$ cat config.mk
export PLATFORM = sky130hd
export DESIGN_NAME = tad_attribute_decoder
export DESIGN_NICKNAME = d
export VERILOG_FILES = /design/src/rtl/tad_attribute_decoder.v
export VERILOG_INCLUDE_DIRS = /design/src /design/src/rtl
export SDC_FILE = /design/constraint.sdc
export NUM_CORES = 1
export LEC_CHECK = 0
export BUFFER_PORTS_ARGS = -buffer_cell sky130_fd_sc_hd__buf_2
export CORE_MARGIN = 10
export CORE_UTILIZATION = 55
export CTS_BUF_LIST = sky130_fd_sc_hd__clkbuf_8
export CTS_CLUSTER_SIZE = 12
export DETAILED_ROUTE_END_ITERATION = 10
export PLACE_DENSITY = 0.85
export SYNTH_ARGS = -nofsm -noshare
export SYNTH_HDL_FRONTEND = slang
export SYNTH_SLANG_ARGS = --single-unit
export TNS_END_PERCENT = 100
$ cat constraint.sdc
create_clock -name mclk -period 5.46 [get_ports mclk]
set_input_delay 1.092 -clock mclk [delete_from_list [all_inputs] [get_ports mclk]]
set_output_delay 1.092 -clock mclk [all_outputs]
set_load 0.03 [all_outputs]
$ cat src/rtl/tad_regs.vh
`ifndef TAD_REGS_VH
`define TAD_REGS_VH
// Register byte offsets
`define TAD_OFF_NORMAL   8'h00
`define TAD_OFF_FLASH    8'h04
`define TAD_OFF_BOXROW   8'h08
`define TAD_OFF_ENH      8'h0C
`define TAD_OFF_FEAT     8'h10
`define TAD_OFF_IDENT    8'h14
// Display mode control fields (normal and newsflash/subtitle sets)
`define TAD_MD_PIC_OUT   0
`define TAD_MD_TXT_OUT   1
`define TAD_MD_BKG_OUT   2
`define TAD_MD_PIC_IN    3
`define TAD_MD_TXT_IN    4
`define TAD_MD_BKG_IN    5
`define TAD_MD_COR_OUT   6
`define TAD_MD_COR_IN    7
// Box row enable fields
`define TAD_BX_ROW0      0
`define TAD_BX_ROWMID    1
`define TAD_BX_ROW24     2
// Enhancement fields
`define TAD_EN_SHADOW    0
`define TAD_EN_BLACK_TRANSPARENCY_ENABLE     1
`define TAD_EN_BLACK_BG_MESH_ENABLE     2
`define TAD_EN_COLOUR_BG_MESH_ENABLE     3
`define TAD_EN_EASTWEST  4
`define TAD_EN_LANG0_LO  8
`define TAD_EN_LANG1_LO  12
// Display feature fields
`define TAD_FT_SHOW_CONCEALED_ENABLE    0
// Page attribute column 5 flags
`define TAD_PA_NEWSFLASH 2
`define TAD_PA_SUBTITLE  3
// Reset values
`define TAD_RST_MODE     8'h01
`define TAD_RST_BOXROW   3'h0
`define TAD_RST_ENH      16'h0000
`define TAD_RST_FEAT     1'b0
// Control codes
`define TAD_C_FLASH      8'h08
`define TAD_C_STEADY     8'h09
`define TAD_C_ENDBOX     8'h0A
`define TAD_C_STARTBOX   8'h0B
`define TAD_C_NORMAL     8'h0C
`define TAD_C_DBLHGT     8'h0D
`define TAD_C_DBLWID     8'h0E
`define TAD_C_DBLSIZE    8'h0F
`define TAD_C_CONCEAL    8'h18
`define TAD_C_CONTIG     8'h19
`define TAD_C_SEPAR      8'h1A
`define TAD_C_TWIST      8'h1B
`define TAD_C_BLACKBG    8'h1C
`define TAD_C_NEWBG      8'h1D
`define TAD_C_HOLD       8'h1E
`define TAD_C_RELEASE    8'h1F
`define TAD_C_SPACE      8'h20
`define TAD_COL_WHITE    3'h7
`define TAD_COL_BLACK    3'h0
// Size codes
`define TAD_SZ_NORMAL    2'h0
`define TAD_SZ_DH        2'h1
`define TAD_SZ_DW        2'h2
`define TAD_SZ_DS        2'h3
// Row numbers and cell geometry
`define TAD_ROW_LAST_DH  5'h16
`define TAD_ROW_STATUS   5'h18
`define TAD_CELL_BOTTOM  4'h9
`endif

$ cat src/rtl/tad_attribute_decoder.v
// Design decisions made here: the placing of the registers and register access over APB.
`timescale 1ns/100ps
// Overview of operation
// - Twist code toggles alternative code table
// - Alternative-default language chosen per east/west value
// - Codes 80H-9FH render as OSD symbols
// - Read-only 5-bit character set identity
// - 525-line syncs drop cell bottom line
// - Control codes decoded, shown as spaces
// - Alpha colour sets foreground, mosaics off
// - Graphics colour sets foreground, mosaics on
// - Background codes set colour at position
// - Flash blinks characters until steady code
// - Conceal shows spaces until colour code
// - Hold shows last graphics character received since the hold code
// - Box starts after two start codes
// - Size codes; double height blanks next row
// - Right-half cell discarded, controls still act
// - Video select from normal or flash set
// - Boxes change mode only when row-enabled
// - Contrast reduction from selected control set
// - Picture, text, background bits select mode
// - Meshing shows video on alternate background pixels
// - Transparency overrides black mesh; shadow combines
// - Mesh and transparency only in text mode
// - Shadow adds pixel below-right of foreground
// - Page flags select newsflash control set
`include "tad_regs.vh"
module tad_attribute_decoder #(
    parameter [4:0] CHARSET_VERSION = 5'h15  // Arbitrary identity value
) (
    // Clock and reset
    input  wire        mclk,
    input  wire        rstn,
    // APB slave
    input  wire        psel,
    input  wire        penable,
    input  wire        pwrite,
    input  wire [7:0]  paddr,
    input  wire [31:0] pwdata,
    output reg  [31:0] prdata,
    output reg         pready,
    output reg         pslverr,
    // Character stream from page memory
    input  wire        row_start,
    input  wire [4:0]  row_num,
    input  wire        char_valid,
    input  wire [7:0]  char_code,
    input  wire [7:0]  page_attr_c5,
    input  wire [2:0]  page_lang,
    input  wire        flash_phase,
    // Cell descriptor to glyph generator
    output reg         cell_valid,
    output reg  [7:0]  cell_code,
    output reg         cell_alt_table,
    output reg         cell_osd_symbol,
    output reg         cell_mosaic,
    output reg         cell_separated,
    output reg  [2:0]  cell_fg,
    output reg  [2:0]  cell_bg,
    output reg  [1:0]  cell_size,
    output reg         cell_right_half,
    output reg         cell_box,
    // Line and pixel path
    input  wire        sync_525,
    input  wire [3:0]  cell_line,
    input  wire        pix_valid,
    input  wire        pix_fg,
    input  wire        pix_shadow_src,
    input  wire        pix_odd,
    input  wire        pix_box,
    input  wire        pix_osd_box,
    input  wire        pix_bg_black,
    input  wire        pix_text_area,
    output reg         line_skip,
    output reg         video_source_select_out,
    output reg         contrast_reduce_out_n
);
    // Control decode used by stream and hold logic
    function is_ctrl;
        input [7:0] c;
        begin
            is_ctrl = (c[7:5] == 3'h0) || (c[7:3] == 5'h16) || (c[7:2] == 6'h2F);
        end
    endfunction
    // Software registers
    reg [7:0]  normal_page_mode_ctrl;   // Mode set for normal pages
    reg [7:0]  flash_page_mode_ctrl;    // Mode set for newsflash/subtitle pages
    reg [2:0]  box_row_enable_ctrl;     // Box enables per row group
    reg [15:0] enhancement_ctrl;        // Shadow, mesh, transparency, languages
    reg        show_concealed_enable;   // Display feature: show_concealed_enable
    wire [4:0] charset_version_code = CHARSET_VERSION;
    // Serial attribute state
    reg [2:0] fg;          // Foreground colour
    reg [2:0] bg;          // Background colour
    reg       mosaic;      // Graphics mode
    reg       sep;         // Separated mosaics
    reg       flash;       // Flashing
    reg       conceal;     // Concealed
    reg       hold;        // Hold graphics
    reg [7:0] held_code;   // Last graphics character
    reg       held_sep;    // Shape style of held character
    reg [1:0] size;        // Character size
    reg       box;         // Inside teletext box
    reg       box_pend;    // Previous code was a start box
    reg       twist;       // Code table toggled
    reg       right_half;  // Next cell is right half of wide character
    reg       dh_row;      // Double height seen on this row
    reg       dh_prev;     // Previous row carried double height
    // APB decode; registers sit on aligned words up to the identity slot
    wire apb_acc = psel && penable && pready;
    wire apb_wr  = apb_acc && pwrite;
    wire mapped  = (paddr[1:0] == 2'h0) && (paddr <= `TAD_OFF_IDENT);
    reg [31:0] next_prdata;
    // Read mux
    always @*
    begin
        case (paddr)
            `TAD_OFF_NORMAL: next_prdata = {24'h00_0000, normal_page_mode_ctrl};
            `TAD_OFF_FLASH:  next_prdata = {24'h00_0000, flash_page_mode_ctrl};
            `TAD_OFF_BOXROW: next_prdata = {29'h0000_0000, box_row_enable_ctrl};
            `TAD_OFF_ENH:    next_prdata = {16'h0000, enhancement_ctrl};
            `TAD_OFF_FEAT:   next_prdata = {31'h0000_0000, show_concealed_enable};
            `TAD_OFF_IDENT:  next_prdata = {22'h00_0000, dh_row, box, 3'h0, charset_version_code};
            default:         next_prdata = 32'h0000_0000;
        endcase
    end
    // APB slave: one wait-free access phase, answer registered
    always @(posedge mclk)
    begin
        if (!rstn)
        begin
            pready                <= 1'b0;
            pslverr               <= 1'b0;
            prdata                <= 32'h0000_0000;
            normal_page_mode_ctrl <= `TAD_RST_MODE;
            flash_page_mode_ctrl  <= `TAD_RST_MODE;
            box_row_enable_ctrl   <= `TAD_RST_BOXROW;
            enhancement_ctrl      <= `TAD_RST_ENH;
            show_concealed_enable <= `TAD_RST_FEAT;
        end
        else
        begin
            // Ready during the cycle after setup
            pready  <= psel && !penable && !pready;
            pslverr <= psel && !penable && !pready && !mapped;
            prdata  <= (psel && !penable && !pwrite) ? next_prdata : 32'h0000_0000;
            if (apb_wr)
            begin
                case (paddr)
                    `TAD_OFF_NORMAL: normal_page_mode_ctrl <= pwdata[7:0];
                    `TAD_OFF_FLASH:  flash_page_mode_ctrl  <= pwdata[7:0];
                    `TAD_OFF_BOXROW: box_row_enable_ctrl   <= pwdata[2:0];
                    `TAD_OFF_ENH:    enhancement_ctrl      <= pwdata[15:0];
                    `TAD_OFF_FEAT:   show_concealed_enable <= pwdata[`TAD_FT_SHOW_CONCEALED_ENABLE];
                    default:         ;
                endcase
            end
        end
    end
    // Character classification
    wire       ctrl      = is_ctrl(char_code);
    wire       mos_col   = !char_code[7] && char_code[5];               // Columns 2, 3, 6, 7
    wire       alpha_col = (char_code[7:3] == 5'h00) && !char_code[3];  // 00H-07H
    wire       gfx_col   = (char_code[7:3] == 5'h02);                   // 10H-17H
    wire       bg_upper  = (char_code[7:3] == 5'h16);                   // B0H-B7H
    wire       no_dh     = (row_num >= `TAD_ROW_LAST_DH + 5'h01);       // Rows 23, 24
    wire [2:0] lang_alt  = enhancement_ctrl[`TAD_EN_EASTWEST]
                         ? enhancement_ctrl[`TAD_EN_LANG1_LO +: 3] : enhancement_ctrl[`TAD_EN_LANG0_LO +: 3];
    wire       alt_dflt  = (page_lang == lang_alt);
    // Next-state values for attributes
    reg [2:0] next_fg, next_bg;
    reg [1:0] next_size;
    reg       next_mosaic, next_sep, next_flash, next_conceal, next_hold, next_box, next_twist;
    // Control character effects
    always @*
    begin
        // Attributes hold unless a control code moves them
        {next_fg, next_bg, next_mosaic, next_sep, next_flash} = {fg, bg, mosaic, sep, flash};
        {next_conceal, next_hold, next_size, next_box, next_twist} = {conceal, hold, size, box, twist};
        if (alpha_col)
        begin
            next_fg      = char_code[2:0];
            next_mosaic  = 1'b0;
            next_conceal = 1'b0;
        end
        else if (gfx_col)
        begin
            next_fg      = char_code[2:0];
            next_mosaic  = 1'b1;
            next_conceal = 1'b0;
        end
        else if (bg_upper)
            next_bg = char_code[2:0];
        else
        begin
            case (char_code)
                `TAD_C_FLASH:    next_flash   = 1'b1;
                `TAD_C_STEADY:   next_flash   = 1'b0;
                `TAD_C_ENDBOX:   next_box     = 1'b0;
                `TAD_C_STARTBOX: next_box     = box | box_pend;
                `TAD_C_NORMAL:   next_size    = `TAD_SZ_NORMAL;
                `TAD_C_DBLHGT:   next_size    = no_dh ? `TAD_SZ_NORMAL : `TAD_SZ_DH;
                `TAD_C_DBLWID:   next_size    = `TAD_SZ_DW;
                `TAD_C_DBLSIZE:  next_size    = no_dh ? `TAD_SZ_DW : `TAD_SZ_DS;
                `TAD_C_CONCEAL:  next_conceal = 1'b1;
                `TAD_C_CONTIG:   next_sep     = 1'b0;
                `TAD_C_SEPAR:    next_sep     = 1'b1;
                `TAD_C_TWIST:    next_twist   = !twist;
                `TAD_C_BLACKBG:  next_bg      = `TAD_COL_BLACK;
                `TAD_C_NEWBG:    next_bg      = fg;
                `TAD_C_HOLD:     next_hold    = 1'b1;
                `TAD_C_RELEASE:  next_hold    = 1'b0;
                default:         ;
            endcase
        end
    end
    // Displayed code for this cell
    reg [7:0] next_code;
    reg       next_cmos, next_csep;
    always @*
    begin
        next_code = char_code;
        next_cmos = mosaic && mos_col;
        next_csep = sep;
        if (ctrl)
        begin
            next_code = hold ? held_code : `TAD_C_SPACE;
            next_cmos = hold && mosaic;
            next_csep = held_sep;
        end
        else if ((conceal && !show_concealed_enable) || (flash && flash_phase) || dh_prev)
        begin
            next_code = `TAD_C_SPACE;
            next_cmos = 1'b0;
        end
    end
    // Serial attribute and cell pipeline
    always @(posedge mclk)
    begin
        if (!rstn || row_start)
        begin
            // Row start defaults
            fg         <= `TAD_COL_WHITE;
            bg         <= `TAD_COL_BLACK;
            held_code  <= `TAD_C_SPACE;
            size       <= `TAD_SZ_NORMAL;
            // Steady, revealed, contiguous, released, outside box, first table
            {mosaic, sep, flash, conceal, hold, held_sep} <= 6'h00;
            {box, box_pend, twist, right_half, dh_row}    <= 5'h00;
        end
        else if (char_valid)
        begin
            {fg, bg, mosaic, sep, flash} <= {next_fg, next_bg, next_mosaic, next_sep, next_flash};
            {conceal, hold, size, box, twist} <= {next_conceal, next_hold, next_size, next_box, next_twist};
            box_pend   <= (char_code == `TAD_C_STARTBOX);
            // Wide characters swallow the following cell
            right_half <= !right_half && size[1] && !ctrl;
            if (!right_half && !ctrl && size[0])
                dh_row <= 1'b1;
            if (char_code == `TAD_C_HOLD)
                held_code <= `TAD_C_SPACE;
            else if (!right_half && !ctrl && mosaic && mos_col)
            begin
                held_code <= char_code;
                held_sep  <= sep;
            end
        end
    end
    // Previous-row double height flag
    always @(posedge mclk)
    begin
        if (!rstn)
            dh_prev <= 1'b0;
        else if (row_start)
            dh_prev <= dh_row && !dh_prev;
    end
    // Cell descriptor outputs
    always @(posedge mclk)
    begin
        if (!rstn)
        begin
            cell_code       <= `TAD_C_SPACE;
            cell_fg         <= `TAD_COL_WHITE;
            cell_bg         <= `TAD_COL_BLACK;
            cell_size       <= `TAD_SZ_NORMAL;
            {cell_valid, cell_alt_table, cell_osd_symbol, cell_mosaic} <= 4'h0;
            {cell_separated, cell_right_half, cell_box}                 <= 3'h0;
        end
        else
        begin
            cell_valid      <= char_valid && !row_start;
            cell_code       <= next_code;
            cell_alt_table  <= alt_dflt ^ twist;
            cell_osd_symbol <= !ctrl && (char_code[7:5] == 3'h4);
            cell_mosaic     <= next_cmos;
            cell_separated  <= next_csep;
            cell_fg         <= fg;
            cell_bg         <= next_bg;  // every background code acts at its own cell
            cell_size       <= size;
            cell_right_half <= right_half;
            cell_box        <= box || (char_code == `TAD_C_STARTBOX && box_pend);
        end
    end
    // Display mode selection
    wire       flash_page = page_attr_c5[`TAD_PA_NEWSFLASH] || page_attr_c5[`TAD_PA_SUBTITLE];
    wire [7:0] mode       = flash_page ? flash_page_mode_ctrl : normal_page_mode_ctrl;
    wire       box_en     = (row_num == 5'h00) ? box_row_enable_ctrl[`TAD_BX_ROW0]
                          : (row_num == `TAD_ROW_STATUS) ? box_row_enable_ctrl[`TAD_BX_ROW24]
                          : box_row_enable_ctrl[`TAD_BX_ROWMID];
    wire       in_box     = pix_box && box_en;
    wire       pic        = in_box ? mode[`TAD_MD_PIC_IN] : mode[`TAD_MD_PIC_OUT];
    wire       txt        = in_box ? mode[`TAD_MD_TXT_IN] : mode[`TAD_MD_TXT_OUT];
    wire       bkg        = in_box ? mode[`TAD_MD_BKG_IN] : mode[`TAD_MD_BKG_OUT];
    wire       contrast_reduce_out        = in_box ? mode[`TAD_MD_COR_IN] : mode[`TAD_MD_COR_OUT];
    wire       txt_mode   = (txt && bkg) || pix_osd_box;
    wire       fg_pix     = pix_fg || (enhancement_ctrl[`TAD_EN_SHADOW] && pix_shadow_src);
    wire       black_transparency_enable      = enhancement_ctrl[`TAD_EN_BLACK_TRANSPARENCY_ENABLE];
    wire       mesh       = pix_bg_black ? (enhancement_ctrl[`TAD_EN_BLACK_BG_MESH_ENABLE] && !black_transparency_enable)
                          : enhancement_ctrl[`TAD_EN_COLOUR_BG_MESH_ENABLE];
    reg        next_vds;
    // Video select per pixel
    always @*
    begin
        if (pix_osd_box || (pix_text_area && txt_mode))
        begin
            if (fg_pix)
                next_vds = 1'b1;
            else if (black_transparency_enable && pix_bg_black)
                next_vds = 1'b0;
            else if (mesh)
                next_vds = pix_odd;
            else
                next_vds = 1'b1;
        end
        else if (!pic)
            next_vds = 1'b1;
        else if (!txt || !pix_text_area)
            next_vds = 1'b0;
        else
            next_vds = fg_pix;
    end
    // Pixel and line outputs
    always @(posedge mclk)
    begin
        if (!rstn)
        begin
            video_source_select_out <= 1'b0;
            contrast_reduce_out_n   <= 1'b1;
            line_skip               <= 1'b0;
        end
        else
        begin
            if (pix_valid)
            begin
                video_source_select_out <= next_vds;
                contrast_reduce_out_n   <= !(contrast_reduce_out && pix_text_area);
            end
            line_skip <= sync_525 && (cell_line == `TAD_CELL_BOTTOM);
        end
    end
endmodule // tad_attribute_decoder

==> results_dict.tcl <==
set metrics [dict create \
    cts.path.max_buffers 2 \
    clock_buffer_count_from_cts 9 \
    synth_enable_flop_cells 0 \
    timing.fmax_mhz 362 \
    headroom_to_the_max_slew_limit_pct 35.9 \
    drt_wirelength_mm 11.4 \
    fill_cell_instance_count_of_the_final_layout 693 \
    biggest_area_contributors_in_the_synthesized_netlist "sky130_fd_sc_hd__dfxtp_1, sky130_fd_sc_hd__mux2i_1, sky130_fd_sc_hd__nor2b_1" \
    dp_hpwl_mm 8.61 \
    report.final.slew_viol_count 0 \
    detail_route.drc_violations 0 \
    netlist_area_sq_um 4690 \
    biggest_fanout_along_the_worst_timing_path 65 \
    place_worst_setup_slack_ns 2.32 \
    net-switching-power_mw 0.347 \
    total_leakage_power_nw 2.35 \
    wl_met3_um 901 \
    timing.critical_path.slowest_stage_cell "sky130_fd_sc_hd__buf_2" \
    internal-power_mw 1.10 \
    power.share.sequential_pct 54.9 \
    detail-route-antenna-nets 0 \
    via_count 3833 \
    final_critical_path_setup_slack_ns 2.69 \
    timing.hold.worst.class "register to register" \
    rsz0062_at_grt "false" \
    synth-warning-count 0 \
    finalPower_mw 1.45 \
    gpl.final_weighted_congestion 0.910 \
    cpPeakStageDelay_ns 0.72 \
    cts.root.buffer_cell "sky130_fd_sc_hd__clkbuf_8" \
    report.final.setup_viol 0 \
    holdBufCountCts 0 \
    grt_start_max_net_pins 66 \
    timing_hold_violations_final 0 \
    synth-seq-area-share_pct 46.1 \
    status "finished clean" \
    multi_input_area_sq_um 2330 \
    synthesized_netlist_cell_count 491 \
    initial_standard_cell_utilization_of_the_core_pct 56.8 \
    clock_net_sink_count 108 \
    overflow 0 \
    io_buffer_count 106 \
    timing.clock.skew_ns 0.00861 \
    antenna_cells 0 \
    grt_pass1_wl_mm 18.6 \
    post-synth-top-area-fraction_pct 46.1 \
    syn2layout_area_growth_pct 15.0 \
    drtPass1Iterations 6 \
    asyncSetResetFlopFracSynth_pct 0 \
    utilization_pct 65.3 \
    worst_setup_hold_path_clk_slew_ns 0.09 \
    clock_tree.htree_level_count 3 \
    detail_route.vias_per_cell 5.53 \
    via_count_of_the_first_global_routing_pass 3907 \
    cp.arrival_ns 3.09 \
    switching_share_pct 23.9 \
    critical_path.startpoint_type "input port" \
    clk-insertion-delay-late_ns 0.38 \
    floorplan.rows 33 \
    final_min_period_over_clock_period_pct 50.7 \
    global_route.usage.total_pct 17.6 \
    max-vdd-ir-drop_mv 0.194 \
    final_nets 669 \
    wire_length_on_met2_mm 5.81 \
    crit_type "input port to register" \
    fin_crit_ns 2.77 \
    cp-end-kind "register" \
    ys_seq_elements 108 \
    layout-drive-gt1-share_pct 23.0 \
    worstMarginPinSlew_ns 0.961 \
    wl_per_cell_um 16.5 \
    clockPowerShare_pct 36.3 \
    dieHeight_um 112 \
    synthDominantAreaCellType "sky130_fd_sc_hd__dfxtp_1" \
    comb_power_share_pct 8.8 \
    setup_tns_ns 0 \
    die_area_sq_um 12600 \
    timing.critical_path.required_ns 5.78 \
    design.portCount 145 \
    drv_cap 0 \
    post_synth.cell_area_avg_sq_um 9.55 \
    layout.area.seq_sq_um 2160 \
    clock_tree_from_tritoncts "built" \
    post-cts-setup-buffer-count 0 \
    postSynth.topFlopCell "sky130_fd_sc_hd__dfxtp_1" \
    grt_antenna_before_repair 0 \
    placeableCoreArea_sq_um 8260 \
    initialDrtViolationCount 173 \
    chip_width_um 112 \
    post_cts.resized_instances 0 \
    cp_cell_sequence "buf_2 > nand2b_1 > nor2_1 > a22o_1" \
    power_density_nw_per_um2 269 \
    top_metal_layer_carrying_routed_signals "met4" \
    met1_routed_wirelength_after_detailed_routing_mm 4.53 \
    synth.lib_cells_used.distinct 56 \
]
-- per-layer routing --
metal	vias to the layer above	GRT usage (%)
li1	1878	-
met1	1823	18.7
met5	-	0
met2	115	31.1
met4	0	6.51
met3	17	6.39
-- cell type report --
class	instances	share of cell area, %
Timing Repair Buffer	106	9.84
Clock buffer	10	2.55
Multi-Input combinational cell	353	43.2
Inverter	6	0.418
Clock inverter	5	1.44
Sequential cell	108	40.1
Tap cell	105	2.44
-- registers in the layout, indices dropped and copies added (netlist names), 3 cells and up --
name                   count
enhancement_ctrl          16
prdata                    16
cell_code                  8
flash_page_mode_ctrl       8
held_code                  8
normal_page_mode_ctrl      8
bg                         3
box_row_enable_ctrl        3
cell_bg                    3
cell_fg                    3
fg                         3
-- power by group through the flow --
stage	Clock [mW]	Sequential (mW)	Combinational, mW
3_3_place_gp	0	0.814	0.124
3_5_place_dp	0	0.815	0.127
5_1_grt	0.561	0.797	0.138
2_1_floorplan	0	0.827	0.0748
6_report	0.527	0.796	0.128
4_1_cts	0.535	0.796	0.127
-- metrics by stage --
stage	cell area, sq um	hold WS [ns]	instances
floorplan	4740	0.412	506
global placement	5170	0.422	678
detailed placement	5170	0.428	678
CTS	5390	0.441	693
global route	5390	0.481	693
finish	5390	0.439	693
-- cells in the mapped netlist (5+ instances only) --
master                     number
sky130_fd_sc_hd__inv_1          6
sky130_fd_sc_hd__and2_1        10
sky130_fd_sc_hd__nand2_1       22
sky130_fd_sc_hd__nand3_1       13
sky130_fd_sc_hd__a31oi_1        8
sky130_fd_sc_hd__and3_1        11
sky130_fd_sc_hd__a22oi_1       10
sky130_fd_sc_hd__buf_4         16
sky130_fd_sc_hd__a21oi_1       22
sky130_fd_sc_hd__nand2b_1       7
sky130_fd_sc_hd__nor2b_1       52
sky130_fd_sc_hd__a211oi_1       5
sky130_fd_sc_hd__nor2_1        43
sky130_fd_sc_hd__nor3_1         8
sky130_fd_sc_hd__o21ai_0       19
sky130_fd_sc_hd__clkbuf_1      18
sky130_fd_sc_hd__dfxtp_1      108
sky130_fd_sc_hd__mux2i_1       52
-- critical path, delay by kind of cell --
family	cells	cell delay [ns]
buf+inv	1	0.72
simple gates	2	1.07
compound gates	1	0.19
-- path summary, 6_finish.rpt --
| check | startpoint | slack, ns | cells after the start | end |
|---|---|---|---|---|
| hold / removal | pready | 0.44 | 1 | pready |
| setup reg to reg | box_row_enable_ctrl[0] | 3.24 | 6 | video_source_select_out |
| setup / recovery | rstn | 2.69 | 4 | held_code[4] |
| hold reg to reg | pready | 0.44 | 1 | pready |
-- cell usage in the layout, fill, tap and decap left out, types with 7 or more instances in the layout --
master and instances:
sky130_fd_sc_hd__inv_1 7, sky130_fd_sc_hd__dfxtp_1 108, sky130_fd_sc_hd__nand2_1 22, sky130_fd_sc_hd__nor2b_1 52, sky130_fd_sc_hd__mux2i_1 52, sky130_fd_sc_hd__nor3_1 8, sky130_fd_sc_hd__clkbuf_8 10, sky130_fd_sc_hd__and3_1 11
sky130_fd_sc_hd__nand3_1 13, sky130_fd_sc_hd__o21ai_0 19, sky130_fd_sc_hd__a22oi_1 10, sky130_fd_sc_hd__and2_1 10, sky130_fd_sc_hd__conb_1 16, sky130_fd_sc_hd__nor2_1 43, sky130_fd_sc_hd__nand2b_1 7, sky130_fd_sc_hd__a31oi_1 8
sky130_fd_sc_hd__a21oi_1 22, sky130_fd_sc_hd__buf_2 106
-- kinds of logic after synthesis --
kind of cell | after synthesis | synth area share [%]
and+or+nand+nor | 190 | 22.8
DFF | 108 | 46.1
AOI/OAI and AO/OA | 85 | 11.5
muxes | 58 | 13.3
buffers and inverters | 45 | 5.42
xor gates and xnor gates | 4 | 0.747
other | 1 | 0.0800
(Power assumes the default switching activity.)
